--- src/spfs_regs.vh ---
/*
 pin function select constants: register offsets, field positions, reset values.
 assumes a 32-bit axi4-lite register bus with word-aligned offsets.
*/
`ifndef SPFS_REGS_VH
`define SPFS_REGS_VH

// ----------------------------------------
// register offsets
// ----------------------------------------
`define SPFS_GPIO_EN_OFS     12'h000
`define SPFS_GPIO_DIR_OFS    12'h004
`define SPFS_GPIO_OUT_OFS    12'h008
`define SPFS_GPIO_IN_OFS     12'h00C
`define SPFS_STATUS_OFS      12'h010
`define SPFS_SP2_SEL_OFS     12'h014

// ----------------------------------------
// fields and reset values
// ----------------------------------------
`define SPFS_GPIO_BITS       16
`define SPFS_GP_CLK4_BIT     1
`define SPFS_GP_CLK6_BIT     2
`define SPFS_GP_SCLK2_BIT    8
`define SPFS_GP_PCI_LO       9
`define SPFS_GP_PCI_HI       15
`define SPFS_ST_CELL_BIT     0
`define SPFS_ST_PCI_BIT      1
`define SPFS_ST_SP2_BIT      2
`define SPFS_GPIO_EN_RST     16'h0000
`define SPFS_GPIO_DIR_RST    16'h0000
`define SPFS_GPIO_OUT_RST    16'h0000
`define SPFS_SP2_SEL_RST     1'b1
`define SPFS_RESP_OKAY       2'h0
`define SPFS_RESP_SLVERR     2'h2

`endif

--- src/spfs_top.v ---
/*
 shared pin function select: gpio muxing under software control, plus strap-fixed
 ownership of serial/cell pins and host/pci pins.
 assumes axi4-lite master per protocol, straps synchronous to aclk.
*/
// Register access over AXI4-Lite and the register addresses were left to the implementer.
// Overview of operation
// software-controlled pins follow their control bits at any time, reset aside
// strap pins are selected only at reset; one owner afterwards
// after reset clock outputs keep clock function, their gpio enables clear
// gpio enable at one hands the pin to gpio
// gpio direction zero means input, one means driven output
// gpio lines nine to fifteen usable only when pci strap is zero
// default: shared pins are serial port one, cell interface off
// cell strap one routes shared pins, address lines too, to cell interface
// default: shared host pins are host port, pci off
// pci strap one routes host data and control pins to pci
// disabled cell interface or pci holds its own pins high impedance
// outside controller drives non-strap address pins to reset level or not at all
// cell strap zero: serial pins live, cell pins hi-z; one reverses it
// serial port two off only when pci on and its select is zero; code also turns it off with pci on when sp2_sw_sel_reg is zero
// strap ownership captured at reset release, held until next reset
`timescale 1ns/1ns
`include "spfs_regs.vh"
module spfs_top #(
	parameter NGP   = 16,
	parameter NCELL = 8,
	parameter NSP1  = 7,
	parameter NHOST = 40,
	parameter NCO   = 8,
	parameter NPCI  = 8
) (
	input  wire             aclk,
	input  wire             aresetn,
	input  wire [11:0]      s_axi_awaddr,
	input  wire             s_axi_awvalid,
	output reg              s_axi_awready,
	input  wire [31:0]      s_axi_wdata,
	input  wire [3:0]       s_axi_wstrb,
	input  wire             s_axi_wvalid,
	output reg              s_axi_wready,
	output reg  [1:0]       s_axi_bresp,
	output reg              s_axi_bvalid,
	input  wire             s_axi_bready,
	input  wire [11:0]      s_axi_araddr,
	input  wire             s_axi_arvalid,
	output reg              s_axi_arready,
	output reg  [31:0]      s_axi_rdata,
	output reg  [1:0]       s_axi_rresp,
	output reg              s_axi_rvalid,
	input  wire             s_axi_rready,
	input  wire             cell_if_select_strap,
	input  wire             pci_select_strap,
	input  wire             serial_port2_select,
	input  wire [NGP-1:0]   gp_pin_i,
	output wire [NGP-1:0]   gp_pin_o,
	output wire [NGP-1:0]   gp_pin_oe,
	input  wire [NGP-1:0]   periph_gp_o,
	input  wire [NGP-1:0]   periph_gp_oe,
	output wire [NGP-1:0]   periph_gp_i,
	input  wire [NSP1-1:0]  mux1_pin_i,
	output reg  [NSP1-1:0]  mux1_pin_o,
	output reg  [NSP1-1:0]  mux1_pin_oe,
	input  wire [NSP1-1:0]  sp1_o,
	input  wire [NSP1-1:0]  sp1_oe,
	output reg  [NSP1-1:0]  sp1_i,
	input  wire [NSP1-1:0]  cell_mux_o,
	input  wire [NSP1-1:0]  cell_mux_oe,
	output reg  [NSP1-1:0]  cell_mux_i,
	input  wire [NCELL-1:0] cell_solo_o,
	input  wire [NCELL-1:0] cell_solo_oe,
	output reg  [NCELL-1:0] cell_solo_pin_o,
	output reg  [NCELL-1:0] cell_solo_pin_oe,
	input  wire [NCO-1:0]   sp1_solo_o,
	input  wire [NCO-1:0]   sp1_solo_oe,
	output reg  [NCO-1:0]   sp1_solo_pin_o,
	output reg  [NCO-1:0]   sp1_solo_pin_oe,
	input  wire [NHOST-1:0] mux2_pin_i,
	output reg  [NHOST-1:0] mux2_pin_o,
	output reg  [NHOST-1:0] mux2_pin_oe,
	input  wire [NHOST-1:0] host_o,
	input  wire [NHOST-1:0] host_oe,
	output reg  [NHOST-1:0] host_i,
	input  wire [NHOST-1:0] pci_o,
	input  wire [NHOST-1:0] pci_oe,
	output reg  [NHOST-1:0] pci_i,
	input  wire [NPCI-1:0]  pci_solo_o,
	input  wire [NPCI-1:0]  pci_solo_oe,
	output reg  [NPCI-1:0]  pci_solo_pin_o,
	output reg  [NPCI-1:0]  pci_solo_pin_oe,
	output reg              cell_if_enabled,
	output reg              pci_enabled,
	output reg              serial_port_two_enabled
);
	// ----------------------------------------
	// strap capture and software state
	// ----------------------------------------
	wire            cell_on;
	wire            pci_on;
	wire [NGP-1:0]  gp_allowed;
	wire [NGP-1:0]  gpio_in_w;
	reg  [NGP-1:0]  gpio_pin_enable_reg;
	reg  [NGP-1:0]  gpio_pin_direction_reg;
	reg  [NGP-1:0]  gpio_out_reg;
	reg             sp2_sw_sel_reg;

	spfs_strap_latch u_strap (
		.aclk                 (aclk),
		.aresetn              (aresetn),
		.cell_if_select_strap (cell_if_select_strap),
		.pci_select_strap     (pci_select_strap),
		.cell_if_on           (cell_on),
		.pci_on               (pci_on)
	);

	// ----------------------------------------
	// gpio cells
	// ----------------------------------------
	genvar g;
	generate
		for (g = 0; g < NGP; g = g + 1) begin : gp
			if (g >= `SPFS_GP_PCI_LO && g <= `SPFS_GP_PCI_HI) begin : pcig
				assign gp_allowed[g] = ~pci_on;
			end else begin : freeg
				assign gp_allowed[g] = 1'b1;
			end
			spfs_gpio_cell u_cell (
				.aclk               (aclk),
				.aresetn            (aresetn),
				.allowed            (gp_allowed[g]),
				.gpio_pin_enable    (gpio_pin_enable_reg[g]),
				.gpio_pin_direction (gpio_pin_direction_reg[g]),
				.gpio_out           (gpio_out_reg[g]),
				.periph_o           (periph_gp_o[g]),
				.periph_oe          (periph_gp_oe[g]),
				.pin_i              (gp_pin_i[g]),
				.pin_o              (gp_pin_o[g]),
				.pin_oe             (gp_pin_oe[g]),
				.gpio_in            (gpio_in_w[g]),
				.periph_i           (periph_gp_i[g])
			);
		end
	endgenerate

	// ----------------------------------------
	// strap-owned pins
	// ----------------------------------------
	always @(posedge aclk) begin
		if (!aresetn) begin
			mux1_pin_o              <= {NSP1{1'b0}};
			mux1_pin_oe             <= {NSP1{1'b0}};
			sp1_i                   <= {NSP1{1'b0}};
			cell_mux_i              <= {NSP1{1'b0}};
			cell_solo_pin_o         <= {NCELL{1'b0}};
			cell_solo_pin_oe        <= {NCELL{1'b0}};
			sp1_solo_pin_o          <= {NCO{1'b0}};
			sp1_solo_pin_oe         <= {NCO{1'b0}};
			mux2_pin_o              <= {NHOST{1'b0}};
			mux2_pin_oe             <= {NHOST{1'b0}};
			host_i                  <= {NHOST{1'b0}};
			pci_i                   <= {NHOST{1'b0}};
			pci_solo_pin_o          <= {NPCI{1'b0}};
			pci_solo_pin_oe         <= {NPCI{1'b0}};
			cell_if_enabled         <= 1'b0;
			pci_enabled             <= 1'b0;
			serial_port_two_enabled <= 1'b1;
		end else begin
			cell_if_enabled <= cell_on;
			pci_enabled     <= pci_on;
			// live select; only pci on with serial_port2_select or sp2_sw_sel_reg low shuts it off
			serial_port_two_enabled <= ~(pci_on & ~(serial_port2_select & sp2_sw_sel_reg));
			if (cell_on) begin
				mux1_pin_o  <= cell_mux_o;
				mux1_pin_oe <= cell_mux_oe;
			end else begin
				mux1_pin_o  <= sp1_o;
				mux1_pin_oe <= sp1_oe;
			end
			sp1_i      <= cell_on ? {NSP1{1'b0}} : mux1_pin_i;
			cell_mux_i <= cell_on ? mux1_pin_i : {NSP1{1'b0}};
			// losing side's standalone pins released to hi-z
			cell_solo_pin_o  <= cell_on ? cell_solo_o : {NCELL{1'b0}};
			cell_solo_pin_oe <= cell_on ? cell_solo_oe : {NCELL{1'b0}};
			sp1_solo_pin_o   <= cell_on ? {NCO{1'b0}} : sp1_solo_o;
			sp1_solo_pin_oe  <= cell_on ? {NCO{1'b0}} : sp1_solo_oe;
			if (pci_on) begin
				mux2_pin_o  <= pci_o;
				mux2_pin_oe <= pci_oe;
			end else begin
				mux2_pin_o  <= host_o;
				mux2_pin_oe <= host_oe;
			end
			host_i          <= pci_on ? {NHOST{1'b0}} : mux2_pin_i;
			pci_i           <= pci_on ? mux2_pin_i : {NHOST{1'b0}};
			pci_solo_pin_o  <= pci_on ? pci_solo_o : {NPCI{1'b0}};
			pci_solo_pin_oe <= pci_on ? pci_solo_oe : {NPCI{1'b0}};
		end
	end

	// ----------------------------------------
	// axi4-lite write
	// ----------------------------------------
	reg [11:0] aw_addr_reg;
	reg        aw_have_reg;
	reg [31:0] w_data_reg;
	reg [3:0]  w_strb_reg;
	reg        w_have_reg;
	wire [31:0] wmask;

	assign wmask = {{8{w_strb_reg[3]}}, {8{w_strb_reg[2]}},
			{8{w_strb_reg[1]}}, {8{w_strb_reg[0]}}};

	always @(posedge aclk) begin
		if (!aresetn) begin
			aw_have_reg            <= 1'b0;
			w_have_reg             <= 1'b0;
			aw_addr_reg            <= 12'h000;
			w_data_reg             <= 32'h00000000;
			w_strb_reg             <= 4'h0;
			s_axi_awready          <= 1'b0;
			s_axi_wready           <= 1'b0;
			s_axi_bvalid           <= 1'b0;
			s_axi_bresp            <= `SPFS_RESP_OKAY;
			gpio_pin_enable_reg    <= `SPFS_GPIO_EN_RST;
			gpio_pin_direction_reg <= `SPFS_GPIO_DIR_RST;
			gpio_out_reg           <= `SPFS_GPIO_OUT_RST;
			sp2_sw_sel_reg         <= `SPFS_SP2_SEL_RST;
		end else begin
			s_axi_awready <= ~aw_have_reg & ~s_axi_awready & ~s_axi_bvalid & s_axi_awvalid;
			s_axi_wready  <= ~w_have_reg & ~s_axi_wready & ~s_axi_bvalid & s_axi_wvalid;
			if (s_axi_awvalid & s_axi_awready) begin
				aw_have_reg <= 1'b1;
				aw_addr_reg <= s_axi_awaddr;
			end
			if (s_axi_wvalid & s_axi_wready) begin
				w_have_reg <= 1'b1;
				w_data_reg <= s_axi_wdata;
				w_strb_reg <= s_axi_wstrb;
			end
			if (aw_have_reg & w_have_reg & ~s_axi_bvalid) begin
				aw_have_reg  <= 1'b0;
				w_have_reg   <= 1'b0;
				s_axi_bvalid <= 1'b1;
				s_axi_bresp  <= `SPFS_RESP_OKAY;
				case (aw_addr_reg)
				`SPFS_GPIO_EN_OFS: gpio_pin_enable_reg <= (gpio_pin_enable_reg
						& ~wmask[15:0]) | (w_data_reg[15:0] & wmask[15:0]);
				`SPFS_GPIO_DIR_OFS: gpio_pin_direction_reg <= (gpio_pin_direction_reg
						& ~wmask[15:0]) | (w_data_reg[15:0] & wmask[15:0]);
				`SPFS_GPIO_OUT_OFS: gpio_out_reg <= (gpio_out_reg & ~wmask[15:0])
						| (w_data_reg[15:0] & wmask[15:0]);
				`SPFS_SP2_SEL_OFS: if (w_strb_reg[0]) begin
						sp2_sw_sel_reg <= w_data_reg[0];
					end
				`SPFS_GPIO_IN_OFS, `SPFS_STATUS_OFS: s_axi_bresp <= `SPFS_RESP_OKAY;
				default: s_axi_bresp <= `SPFS_RESP_SLVERR;
				endcase
			end else if (s_axi_bvalid & s_axi_bready) begin
				s_axi_bvalid <= 1'b0;
			end
		end
	end

	// ----------------------------------------
	// axi4-lite read
	// ----------------------------------------
	always @(posedge aclk) begin
		if (!aresetn) begin
			s_axi_arready <= 1'b0;
			s_axi_rvalid  <= 1'b0;
			s_axi_rdata   <= 32'h00000000;
			s_axi_rresp   <= `SPFS_RESP_OKAY;
		end else begin
			s_axi_arready <= ~s_axi_arready & ~s_axi_rvalid & s_axi_arvalid;
			if (s_axi_arvalid & s_axi_arready) begin
				s_axi_rvalid <= 1'b1;
				s_axi_rresp  <= `SPFS_RESP_OKAY;
				case (s_axi_araddr)
				`SPFS_GPIO_EN_OFS:  s_axi_rdata <= {16'h0000, gpio_pin_enable_reg};
				`SPFS_GPIO_DIR_OFS: s_axi_rdata <= {16'h0000, gpio_pin_direction_reg};
				`SPFS_GPIO_OUT_OFS: s_axi_rdata <= {16'h0000, gpio_out_reg};
				`SPFS_GPIO_IN_OFS:  s_axi_rdata <= {16'h0000, gpio_in_w};
				`SPFS_STATUS_OFS:   s_axi_rdata <= {29'h00000000, serial_port_two_enabled,
						pci_enabled, cell_if_enabled};
				`SPFS_SP2_SEL_OFS:  s_axi_rdata <= {31'h00000000, sp2_sw_sel_reg};
				default: begin
					s_axi_rdata <= 32'h00000000;
					s_axi_rresp <= `SPFS_RESP_SLVERR;
				end
				endcase
			end else if (s_axi_rvalid & s_axi_rready) begin
				s_axi_rvalid <= 1'b0;
			end
		end
	end
endmodule

--- src/spfs_strap_latch.v ---
/*
 strap latch: captures strap levels on the cycle reset is released, then holds.
 assumes straps are synchronous to aclk and stable around reset release.
*/
`timescale 1ns/1ns
module spfs_strap_latch (
	input  wire aclk,
	input  wire aresetn,
	input  wire cell_if_select_strap,
	input  wire pci_select_strap,
	output reg  cell_if_on,
	output reg  pci_on
);
	reg in_reset_reg;

	// straps sampled at release, never loaded from a port under reset
	always @(posedge aclk) begin
		if (!aresetn) begin
			in_reset_reg <= 1'b1;
			cell_if_on   <= 1'b0;
			pci_on       <= 1'b0;
		end else begin
			in_reset_reg <= 1'b0;
			if (in_reset_reg) begin
				cell_if_on <= cell_if_select_strap;
				pci_on     <= pci_select_strap;
			end
		end
	end
endmodule

--- src/spfs_gpio_cell.v ---
/*
 one gpio cell: picks pin drive between gpio output and a default peripheral.
 assumes the peripheral drive and enable arrive already registered.
*/
`timescale 1ns/1ns
module spfs_gpio_cell (
	input  wire aclk,
	input  wire aresetn,
	input  wire allowed,
	input  wire gpio_pin_enable,
	input  wire gpio_pin_direction,
	input  wire gpio_out,
	input  wire periph_o,
	input  wire periph_oe,
	input  wire pin_i,
	output reg  pin_o,
	output reg  pin_oe,
	output reg  gpio_in,
	output reg  periph_i
);
	wire gpio_mode;

	assign gpio_mode = allowed & gpio_pin_enable;

	always @(posedge aclk) begin
		if (!aresetn) begin
			pin_o    <= 1'b0;
			pin_oe   <= 1'b0;
			gpio_in  <= 1'b0;
			periph_i <= 1'b0;
		end else begin
			if (gpio_mode) begin
				pin_o  <= gpio_out;
				pin_oe <= gpio_pin_direction;
			end else begin
				pin_o  <= periph_o;
				pin_oe <= periph_oe;
			end
			gpio_in  <= gpio_mode ? pin_i : 1'b0;
			periph_i <= gpio_mode ? 1'b0 : pin_i;
		end
	end
endmodule

--- config.mk ---
export PLATFORM = sky130hd
export DESIGN_NAME = spfs_top
export DESIGN_NICKNAME = d
export VERILOG_FILES = /design/src/spfs_top.v /design/src/spfs_strap_latch.v /design/src/spfs_gpio_cell.v
export VERILOG_INCLUDE_DIRS = /design/src
export SDC_FILE = /design/constraint.sdc
export NUM_CORES = 1
export LEC_CHECK = 0
export BUFFER_PORTS_ARGS = -buffer_cell sky130_fd_sc_hd__buf_2
export CAP_MARGIN = 20
export CORE_AREA = 2 2 281 283
export CTS_BUF_LIST = sky130_fd_sc_hd__clkbuf_8 sky130_fd_sc_hd__clkbuf_16
export DETAILED_ROUTE_END_ITERATION = 10
export DIE_AREA = 0 0 283 285
export PLACE_DENSITY_LB_ADDON = 0.12
export SLEW_MARGIN = 30
export SYNTH_ARGS = -nofsm -noshare
export SYNTH_HDL_FRONTEND = slang
export SYNTH_SLANG_ARGS = --single-unit
--- constraint.sdc ---
create_clock -name aclk -period 1.9 [get_ports aclk]
set_clock_uncertainty 0.05 [all_clocks]
set_input_delay 0 -clock aclk [delete_from_list [all_inputs] [get_ports aclk]]
set_output_delay 0 -clock aclk [all_outputs]
set_load 0.03 [all_outputs]
# Yosys cells after proc, flatten, opt, wreduce, memory -nomap -nowiden

Index checks and enable logic that the tools add are counted.

Register bits after elaboration: 428
Input bits: 401
Output and inout bits: 328

Eq/ne operators: 10
Multiplexer cells: 44
Bitwise operators: 43
Reduce and logical (&&, ||, !) cells: 47

Operators by type and width:

| cell                                                                    | number |
|---|---|
| 16-bit case mux with 6 select lines                                     | 1 |
| 40-bit two-way mux                                                      | 2 |
| 16-bit bitwise AND                                                      | 4 |
| 12-bit by 4-bit equality test with 1-bit output (second input constant) | 4 |
| 12-bit by 5-bit equality test with 1-bit output (second input constant) | 4 |
| 16-bit OR                                                               | 3 |
| 2-bit AND reduction                                                     | 21 |
| 2-bit OR reduction                                                      | 19 |
| 1-bit two-way mux                                                       | 37 |
| 1-bit bitwise AND                                                       | 24 |
| 12-bit by 3-bit equality test with 1-bit output (second input constant) | 2 |
| 12-bit logical NOT                                                      | 2 |
| 16-bit NOT                                                              | 1 |
| 7-bit two-way mux                                                       | 2 |
| 6-bit OR reduction                                                      | 2 |
| 1-bit NOT                                                               | 11 |
| 2-bit two-way mux                                                       | 2 |
| 2-bit nonzero test                                                      | 2 |
| 3-bit AND reduction                                                     | 1 |

# Depth between registers and ports, before layout

Gate-level depths: netlist of run 1.

Depth after elaboration: 4
Gate-level depth with buffers: 7
Depth with buffers taken out: 4

# Hierarchy

Synthesis of run 1 repeated with hierarchy kept, for this count alone.

Cell total of the unflattened synthesis: 1,357
Area total of the unflattened synthesis: 14,186.1 sq um

Modules (own cells, without submodules):

| module           | instances | cells each | area an instance (sq um) | seq. area each (sq um) |
|---|---|---|---|---|
| spfs_top         | 1         | 1,125      | 11,972.7                 | 6,866.6 |
| spfs_gpio_cell   | 16        | 14         | 132.6                    | 80.1 |
| spfs_strap_latch | 1         | 8          | 91.3                     | 60.1 |

# Worst setup path after synthesis of run 1

OpenSTA, ideal clock, no wires.

Kind: register -> register
Start point: reg s_axi_bvalid
End point: reg with a tool-made name
Arrival time: 1.641 ns
Required time: 1.730 ns
Path slack: 0.088 ns
Cell stages (with the launch flop): 8
Path buffers: 3
Path through: dfxtp_1 -> and3b_1 -> clkbuf_1 -> and4_1 -> buf_2 -> and3_1 -> buf_4 -> mux2i_1

RTL lines:

| item                     | RTL line       | text |
|---|---|---|
| start: declaration       | spfs_top.v:43  | `output reg s_axi_bvalid,` |
| start signal: assignment | spfs_top.v:222 | `s_axi_bvalid <= 1'b0;` |
| start signal: assignment | spfs_top.v:243 | `s_axi_bvalid <= 1'b1;` |
| start signal: assignment | spfs_top.v:259 | `s_axi_bvalid <= 1'b0;` |

# Worst setup path after layout of run 1

Start point: reg u_strap.pci_on
End point: reg mux2_pin_o[16]

Word-level cells in the longest chain between the ends: 1

Ends and longest elaborated chain:

| item                     | RTL line              | text |
|---|---|---|
| start: declaration       | spfs_strap_latch.v:12 | `output reg pci_on` |
| start signal: assignment | spfs_strap_latch.v:26 | `pci_on <= pci_select_strap;` |
| 40-bit two-way mux       | spfs_top.v:186        | `if (pci_on) begin` |
| end signal: assignment   | spfs_top.v:158        | `mux2_pin_o <= {NHOST{1'b0}};` |
| end signal: assignment   | spfs_top.v:187        | `mux2_pin_o <= pci_o;` |
| end signal: assignment   | spfs_top.v:190        | `mux2_pin_o <= host_o;` |
| end: declaration         | spfs_top.v:79         | `output reg [NHOST-1:0] mux2_pin_o,` |

No other way between the ends.
A chain may end at the register's enable or synchronous reset.

==> impl_metrics.py, run 1 <==
metrics = {
    "logic_synthesis": {
        "synth_area_per_cell_um2": 10.5,
        "synth-async-reset-ratio_pct": 0,
        "yosysWarnings": 0,
        "synth_cell_types": 41,
        "synth_ff_type": "dfxtp_1",
        "synthesis.area_mm2": 0.0140,
        "ys_ff_latch": 410,
        "syn_inst": 1342,
        "ys_seq_area_share_pct": 58.5,
        "synth_edf_count": 0,
    },
    "global_routing": {
        "grt-ovfl-total": 0,
        "grt_pass1_wl_um": 88800,
        "grt_start_max_net_pins": 160,
        "antenna_found_initial": 7,
        "first_global_vias": 14609,
        "grt_usage_pct": 14.4,
    },
    "worst_setup_path": {
        "cp_max_fo": 18,
        "path_class": "reg2reg",
        "crit_path_end_kind": "flop",
        "worstPathRequired_ns": 2.29,
        "crit_chain": "buf_12, buf_12, mux2i_1, dlygate4sd3_1, nor2_1",
        "cp_common_cell": "buf_12",
        "crit_path_start_kind": "flop",
        "critPathArrivalTime_ns": 2.20,
        "critical_path.max_stage_delay_ns": 0.58,
        "slowest_stage": "dlygate4sd3_1",
    },
    "timing": {
        "finalSetupViolCount": 0,
        "finalHoldViolCount": 0,
        "fmax_ghz": 0.555,
        "rsz0062_at_grt": "false",
        "fin_crit_sh_pct": 94.9,
        "final.min_clock_period_ns": 1.80,
        "max_slew_margin_pct": 36.8,
        "report.final.slew_viol_count": 0,
        "fin_setup_tns_ns": 0,
        "tightest_slew_ns": 0.949,
    },
    "clocking": {
        "clkTransAtPathRegs_ns": 0.06,
        "cts.sinks": 410,
        "cts_tree": "built",
        "cts_buffer_depth": 3,
        "tritoncts.num_buffers": 50,
        "cts_root_buffer": "clkbuf_16",
        "worstSkewPairLatency_ns": 0.58,
        "ctsHtreeMaxLevel": 2,
    },
    "power": {
        "power_density_mw_per_mm2": 916,
        "leakagePower_nw": 11.8,
        "irDropWorstVdd_mv": 0.557,
    },
    "detailed_routing": {
        "vias_per_cell": 3.81,
        "wl_per_cell_um": 17.1,
        "num_vias": 13415,
        "wl_um": 60100,
        "drcViolationCount": 0,
        "drt_iter0_drc": 385,
        "final_antenna_net_count": 0,
        "dr.pass1.iters": 4,
    },
    "place": {
        "io_buffers": 692,
        "gp_congestion": 0.845,
        "hpwl_um": 44300,
    },
    "flow_run": {
        "maxCapViolCount": 0,
    },
    "final_layout": {
        "fin_nets": 2825,
        "fillers": 8205,
        "utilization_pct": 31.7,
        "layout-drive-gt1-share_pct": 34.6,
        "syn2layout_area_growth_pct": 75.9,
    },
    "floorplan": {
        "fp-row-count": 103,
        "initial_utilization_pct": 18.0,
        "dieHeight_um": 285,
        "die-area_mm2": 0.0807,
        "core_mm2": 0.0780,
        "die_w_um": 283,
        "io_pins": 729,
    },
    "min_path": {
        "hold_path_class": "in2reg",
    },
    "run_status": {
        "status": "complete, no violations",
    },
}
[placed cells by master, fill, tap and decap left out, types with 4 or more instances in the layout]
master         instances
a21oi_1               34
and2_1                67
and3_1               103
buf_12                13
buf_2                691
buf_4                 29
bufinv_16              8
clkbuf_16             52
clkbuf_8              13
clkinv_2               9
conb_1                18
dfxtp_1              407
diode_2                4
dlygate4sd3_1        424
inv_1                 24
mux2i_1              181
mux4_2                14
nand2_1              156
nand2b_1              11
nor2_1               145
o21ai_0               11
o21ai_1                9
[report_power, final]
group          switching (mW)  internal [mW]  total, mW  leakage, nW
sequential              0.101           8.94       9.04         3.37
combinational            1.68           1.46       3.13         7.54
clock                    3.97           6.48       10.4        0.941
total                    5.75           16.9       22.6         11.8
[critical path: cells and delay by family (launching register included)]
| kind | cells | cell delay (ns) |
|---|---|---|
| mux | 1 | 0.20 |
| buf+inv | 3 | 0.94 |
| simple gates | 1 | 0.06 |
| flops | 1 | 0.38 |
[synth_stat cells, types with 5 or more instances]
master | n | share of area (%)
dfxtp_1 | 410 | 58
mux2i_1 | 181 | 13
nand2_1 | 156 | 4.2
nor2_1 | 147 | 3.9
and3_1 | 103 | 4.6
and2_1 | 68 | 3.0
buf_4 | 67 | 3.6
clkbuf_1 | 62 | 1.7
a21oi_1 | 34 | 1.2
inv_1 | 16 | 0.43
mux4_2 | 14 | 2.2
buf_2 | 12 | 0.43
nand2b_1 | 11 | 0.49
o21ai_0 | 11 | 0.39
o21ai_1 | 9 | 0.32
buf_1 | 5 | 0.13
[layer usage]
layer | GRT usage [%] | part of all wire, % | vias up
met5 | 0 | 0 | -
met4 | 5.01 | 2.9 | 0
met3 | 3.51 | 6.0 | 88
met2 | 26.5 | 52 | 460
met1 | 16.2 | 40 | 6340
li1 | - | - | 6527
[layout make-up]
cell class,instances,area [um2],share of cell area [%]
multi-input combinational,786,5040,20.4
clock buffer,64,1460,5.89
inverter,16,65.1,0.263
tap,1050,1310,5.32
antenna,4,10.0,0.0405
clock inverter,30,369,1.49
timing repair buffer,1160,8230,33.3
sequential,410,8210,33.3
[cells by family after synthesis]
kind of cell,Yosys count,share of synthesized area [%]
and+or+nand+nor,512,17.7
DFF,410,58.5
muxes,195,15.2
buffers and inverters,163,6.31
AOI/OAI and AO/OA,61,2.34
other,1,0.0267
[per-stage QoR]
step	setup slack, ns	hold WS [ns]	power [mW]	area [um2]	std cells
3_3_place_gp	0.0793	0.153	11.6	18500	2994
3_5_place_dp	0.000291	0.154	11.6	18500	2994
5_1_grt	0.0124	0.0246	23.6	24700	3518
4_1_cts	0.0373	0.0575	23.0	24600	3511
2_1_floorplan	0.0885	0.0604	10.6	14100	1359
6_report	0.0966	0.0370	22.6	24700	3520
[final timing paths]
kind                                   endpoint             from  cells after the start  slack (ns)
worst min-delay path             s_axi_rdata[5]  s_axi_araddr[9]                      6        0.04
worst min register to register  s_axi_rdata[12]  s_axi_rdata[12]                      2        0.39
worst max register to register   mux2_pin_o[16]   u_strap.pci_on                      5         0.1
worst max-delay path             mux2_pin_o[16]   u_strap.pci_on                      5         0.1
[what timing repair did]
action,in CTS,in global routing
hold buffers,423,2
endpoints found under the hold margin,365,14
resized for setup,1,7
gates cloned,0,1
setup buffers,0,3
endpoints found under the setup margin,1,30
No activity file was read; power rests on OpenSTA's default activity.
==> run 2, diff against run 1 <==
Settings changed: REMOVE_ABC_BUFFERS set to 1.
==> impl_metrics.py, run 2 (synthesized netlist as in run 1, its figures left out) <==
metrics = {
    "run_status": {
        "status": "complete, no violations",
    },
    "global_routing": {
        "grt_start_max_net_pins": 110,
        "grt_usage_pct": 14.4,
        "antenna_found_initial": 6,
        "first_global_vias": 14138,
        "grt_pass1_wl_um": 88400,
        "grt-ovfl-total": 0,
    },
    "floorplan": {
        "fp-row-count": 103,
        "io_pins": 729,
        "core_mm2": 0.0780,
        "die-area_mm2": 0.0807,
        "dieHeight_um": 285,
        "initial_utilization_pct": 18.0,
        "die_w_um": 283,
    },
    "clocking": {
        "ctsHtreeMaxLevel": 2,
        "worstSkewPairLatency_ns": 0.58,
        "cts_buffer_depth": 3,
        "cts.sinks": 410,
        "clkTransAtPathRegs_ns": 0.06,
        "cts_root_buffer": "clkbuf_16",
        "tritoncts.num_buffers": 51,
        "cts_tree": "built",
    },
    "power": {
        "leakagePower_nw": 11.6,
        "irDropWorstVdd_mv": 0.596,
        "power_density_mw_per_mm2": 901,
        "fin_total_pwr_mw": 21.8,
    },
    "timing": {
        "fmax_ghz": 0.551,
        "fin_setup_tns_ns": 0,
        "rsz0062_at_grt": "false",
        "report.final.slew_viol_count": 0,
        "finalSetupViolCount": 0,
        "finalHoldViolCount": 0,
        "layout_setup_ws_ns": 0.0844,
        "fin_crit_sh_pct": 95.6,
        "max_slew_margin_pct": 46.7,
        "tightest_slew_ns": 0.799,
        "final.min_clock_period_ns": 1.82,
    },
    "detailed_routing": {
        "drt_iter0_drc": 452,
        "wl_um": 60300,
        "final_antenna_net_count": 0,
        "dr.pass1.iters": 4,
        "drcViolationCount": 0,
        "wl_per_cell_um": 17.3,
        "vias_per_cell": 3.79,
        "num_vias": 13201,
    },
    "final_layout": {
        "final_cell_mix": "691 x buf_2, 408 x dfxtp_1, 401 x dlygate4sd3_1, 180 x mux2i_1, 156 x nand2_1",
        "layout-drive-gt1-share_pct": 34.1,
        "syn2layout_area_growth_pct": 72.3,
        "utilization_pct": 31.0,
        "fin_cells": 3485,
        "final_common_cell": "buf_2",
        "fin_nets": 2790,
    },
    "place": {
        "dpl.cell_count": 2983,
        "dp_slack_ns": 0.0410,
        "io_buffers": 692,
        "hpwl_um": 44700,
        "gp_congestion": 0.904,
    },
    "worst_setup_path": {
        "startpoint": "u_strap.pci_on",
        "crit_path_start_kind": "flop",
        "rr_endpoint": "mux2_pin_oe[19]",
        "critPathArrivalTime_ns": 2.23,
        "r2r_cells": 5,
        "crit_end": "mux2_pin_oe[19]",
        "path_class": "reg2reg",
        "worstPathRequired_ns": 2.31,
        "crit_path_end_kind": "flop",
        "cp_max_fo": 21,
        "reg2reg_slack_ns": 0.08,
        "r2r-start": "u_strap.pci_on",
    },
    "flow_run": {
        "maxCapViolCount": 0,
    },
    "min_path": {
        "hold_path_class": "in2reg",
    },
}
-- run 2: cell count changes in the layout (fill, tap and decap cells not counted), sizes merged --
| cell | change |
|---|---|
| dlygate4sd3 | -23 |
| buf | -14 |
| dlymetal6s4s | +1 |
| bufinv | -5 |
| clkinv | -5 |
| inv | +11 |
| diode | +1 |
| clkbuf | -1 |
-- run 2: cell type report --
type	count	area (um2)
fillers	8232	53800
flip-flops and latches	410	8210
repair buffers	1124	7880
multi-input cells	786	5030
clock buffers	63	1450
well taps	1050	1310
clock inverters	31	230
inverters	16	65.1
diodes	5	12.5
-- run 2: routing by layer --
| metal | up-vias | track usage (%) | part of all wire (%) | wire [um] |
|---|---|---|---|---|
| li1 | 6453 | - | - | - |
| met1 | 6191 | 16.3 | 40 | 24100 |
| met2 | 454 | 25.6 | 50 | 30200 |
| met3 | 103 | 3.74 | 6.0 | 3620 |
| met4 | 0 | 6.16 | 4.0 | 2430 |
| met5 | - | 0 | 0 | 0 |
-- run 2: power by group --
part | leakage, nW | internal [mW] | total [mW] | switching, mW
combinational | 7.32 | 1.39 | 3.06 | 1.67
clock | 0.902 | 5.79 | 9.70 | 3.91
sequential | 3.37 | 8.94 | 9.04 | 0.103
total | 11.6 | 16.1 | 21.8 | 5.68
-- run 2: timing repair --
| item | CTS | global route |
|---|---|---|
| setup endpoints to repair | 0 | 35 |
| setup buffers | 0 | 0 |
| hold endpoints to repair | 407 | 1 |
| gates resized for setup | 0 | 8 |
| hold buffers | 401 | 1 |
-- run 2: worst min-delay path by stage --
| stage | cells past startpoint | end | slack (ns) | startpoint |
|---|---|---|---|---|
| finish | 4 | s_axi_rdata[8] | 0.10 | s_axi_araddr[2] |
| global route | 3 | sp1_solo_pin_o[0] | 0.08 | sp1_solo_o[0] |
| CTS | 3 | host_i[22] | 0.05 | mux2_pin_i[22] |
| detailed placement | 2 | sp1_solo_pin_o[1] | 0.16 | sp1_solo_o[1] |
| global placement | 2 | sp1_solo_pin_oe[4] | 0.15 | sp1_solo_oe[4] |
| floorplan | 2 | serial_port_two_enabled | 0.06 | serial_port2_select |
-- run 2: metrics by stage --
stage / instance area (um2) / hold slack, ns
floorplan: 13300 / 0.0604
global placement: 18400 / 0.153
detailed placement: 18400 / 0.158
CTS: 24100 / 0.0520
global route: 24200 / 0.0828
finish: 24200 / 0.101
-- run 2: critical path, stage by stage (launching register included) --
cell	delay [ns]
dfxtp_4	0.42
buf_16	0.20
buf_4	0.20
mux2i_1	0.19
nor2_1	0.05
dlygate4sd3_1	0.58
==> run 3, diff against run 2 <==
Settings changed: ABC_AREA set to 1, CORE_AREA 2 2 281 283 to 2 2 286 288, DIE_AREA 0 0 283 285 to 0 0 288 290.
==> impl_metrics.py, run 3 <==
metrics = {
    "logic_synthesis": {
        "synthTopCellsByCount": "410 x dfxtp_1, 227 x nor2_1, 216 x inv_1",
        "synth_most_common_cell": "dfxtp_1",
        "ys_seq_area_share_pct": 59.5,
        "synth_top_area_share_pct": 59.5,
        "synthesis.area_mm2": 0.0138,
        "ys_ff_latch": 410,
        "yosysWarnings": 0,
        "yosys-top-cells-area": "dfxtp_1 60%, nor2_1 6.2%, inv_1 5.9%",
        "synth_edf_count": 0,
        "syn_inst": 1540,
        "synth_area_per_cell_um2": 8.95,
        "synth_cell_types": 33,
        "synth_ff_type": "dfxtp_1",
        "synth_top_cell_by_area": "dfxtp_1",
        "synth-async-reset-ratio_pct": 0,
    },
    "global_routing": {
        "grt_start_max_net_pins": 102,
        "antenna_found_initial": 9,
        "grt-ovfl-total": 0,
        "grt_pass1_wl_um": 93800,
        "first_global_vias": 14588,
        "grt_usage_pct": 14.9,
    },
    "clocking": {
        "cts.sinks": 410,
        "cts_tree": "built",
        "clkTransAtPathRegs_ns": 0.06,
        "worstSkewPairLatency_ns": 0.59,
        "cts_buffer_depth": 3,
        "ctsHtreeMaxLevel": 2,
        "cts_root_buffer": "clkbuf_16",
        "tritoncts.num_buffers": 51,
    },
    "timing": {
        "tightest_slew_ns": 0.847,
        "rsz0062_at_grt": "false",
        "report.final.slew_viol_count": 0,
        "hold_ws_ns": 0.0292,
        "max_slew_margin_pct": 43.5,
        "final.min_clock_period_ns": 1.72,
        "finalHoldViolCount": 0,
        "fin_crit_sh_pct": 90.4,
        "layout_setup_ws_ns": 0.183,
        "fmax_ghz": 0.582,
        "finalSetupViolCount": 0,
    },
    "final_layout": {
        "final_common_cell": "buf_2",
        "utilization_pct": 29.7,
        "multi_input_area_mm2": 0.00398,
        "fillers": 8576,
        "syn2layout_area_growth_pct": 72.7,
        "regArea_mm2": 0.00821,
        "layout-drive-gt1-share_pct": 32.3,
        "final_cell_mix": "690 x buf_2, 410 x dfxtp_1, 391 x dlygate4sd3_1, 228 x inv_1, 225 x nor2_1",
        "fin_nets": 3000,
    },
    "min_path": {
        "hold_path_class": "in2reg",
        "hold_depth": 8,
    },
    "floorplan": {
        "fp-row-count": 104,
        "dieHeight_um": 290,
        "core_mm2": 0.0802,
        "initial_utilization_pct": 17.2,
        "die-area_mm2": 0.0835,
        "io_pins": 729,
        "die_w_um": 288,
    },
    "place": {
        "gp_congestion": 0.830,
        "hpwl_um": 48900,
        "io_buffers": 692,
        "dp_slack_ns": 0.213,
    },
    "detailed_routing": {
        "wl_um": 65200,
        "dr.pass1.iters": 4,
        "drt_iter0_drc": 483,
        "wl_per_cell_um": 17.6,
        "final_antenna_net_count": 0,
        "drcViolationCount": 0,
        "vias_per_cell": 3.80,
        "num_vias": 14085,
    },
    "worst_setup_path": {
        "critPathArrivalTime_ns": 2.19,
        "slowest_stage": "dlygate4sd3_1",
        "crit_path_end_kind": "flop",
        "critical_path.max_stage_delay_ns": 0.57,
        "crit_chain": "buf_2, inv_1, dlygate4sd3_1, nand2_1, dlygate4sd3_1, nor2_2, buf_4, nand3_1, nor2_1, nor2_1, nand2_1, nand2_1, a21oi_1",
        "path_class": "in2reg",
        "crit_path_start_kind": "primary input",
        "cp_common_cell": "nand2_1",
        "r2r_cells": 4,
        "cp_max_fo": 2,
        "worstPathRequired_ns": 2.37,
    },
    "power": {
        "irDropWorstVdd_mv": 0.491,
        "pwr-share-comb_pct": 14.3,
        "power.internal_mw": 15.9,
        "switching_share_pct": 27.1,
        "switchingPower_mw": 5.91,
        "seq_power_share_pct": 41.9,
        "clkPwrFrac_pct": 43.9,
        "power_density_mw_per_mm2": 914,
        "leakagePower_nw": 11.5,
    },
    "flow_run": {
        "maxCapViolCount": 0,
    },
    "run_status": {
        "status": "complete, no violations",
    },
}
run 3: routing by layer:
layer	vias to the layer above	GRT usage, %	part of all wire (%)
li1	6989	-	-
met3	92	3.54	6.3
met1	6522	16.8	40
met5	-	0	0.052
met2	476	27.9	52
met4	6	3.73	2.2
run 3: worst paths after layout:
path	start	slack, ns	endpoint
setup / recovery	s_axi_araddr[7]	0.18	s_axi_rdata[2]
hold / removal	s_axi_araddr[8]	0.03	s_axi_rdata[0]
setup reg to reg	u_strap.pci_on	0.24	mux2_pin_o[33]
hold reg to reg	s_axi_arready	0.39	s_axi_arready
run 3: worst max-delay path: cells and delay by family:
family,cells,cell delay [ns]
buffers and inverters,5,1.37
AO/OA/AOI/OAI,1,0.11
AND/OR/NAND/NOR,7,0.69
run 3: metrics by stage:
step                      power (mW)  cells  cell area [um2]  TNS [ns]
after detailed placement        11.8   3210            18200         0
final                           21.8   3702            23800         0
after CTS                       22.2   3695            23800         0
after floorplan                 10.6   1417            13000   -320.32
after global routing            22.8   3700            23800         0
after global placement          11.8   3210            18200         0
run 3: cells by family (layout without fill, tap and decap cells):
kind of cell | count (synthesis) | count (layout) | share of synthesized area (%)
compound gates | 305 | 305 | 13.4
buf+inv | 361 | 1442 | 12.2
flops | 410 | 410 | 59.5
other cells | 1 | 22 | 0.0272
simple gates | 463 | 463 | 14.8
run 3: power by group through the flow:
| stage | clock, mW | sequential (mW) | combinational (mW) |
|---|---|---|---|
| floorplan | 0 | 10.0 | 0.580 |
| global placement | 0 | 9.30 | 2.47 |
| detailed placement | 0 | 9.30 | 2.47 |
| CTS | 9.95 | 9.11 | 3.15 |
| global route | 10.3 | 9.14 | 3.34 |
| finish | 9.55 | 9.11 | 3.11 |
run 3: final cells by class:
class                           instances  area share [%]
Inverter                              221            3.49
Sequential cell                       410            34.5
Antenna cell                            4          0.0420
Clock buffer                           61            5.94
Timing Repair Buffer                 1129            32.8
Multi-Input combinational cell        786            16.7
Tap cell                             1060            5.57
Clock inverter                         31           0.993
run 3: what timing repair did:
action	4_1_cts	5_1_grt
setup buffers	0	4
hold buffers	393	0
resized for setup	0	5
endpoints found under the setup margin	0	1
hold endpoints to repair	400	0
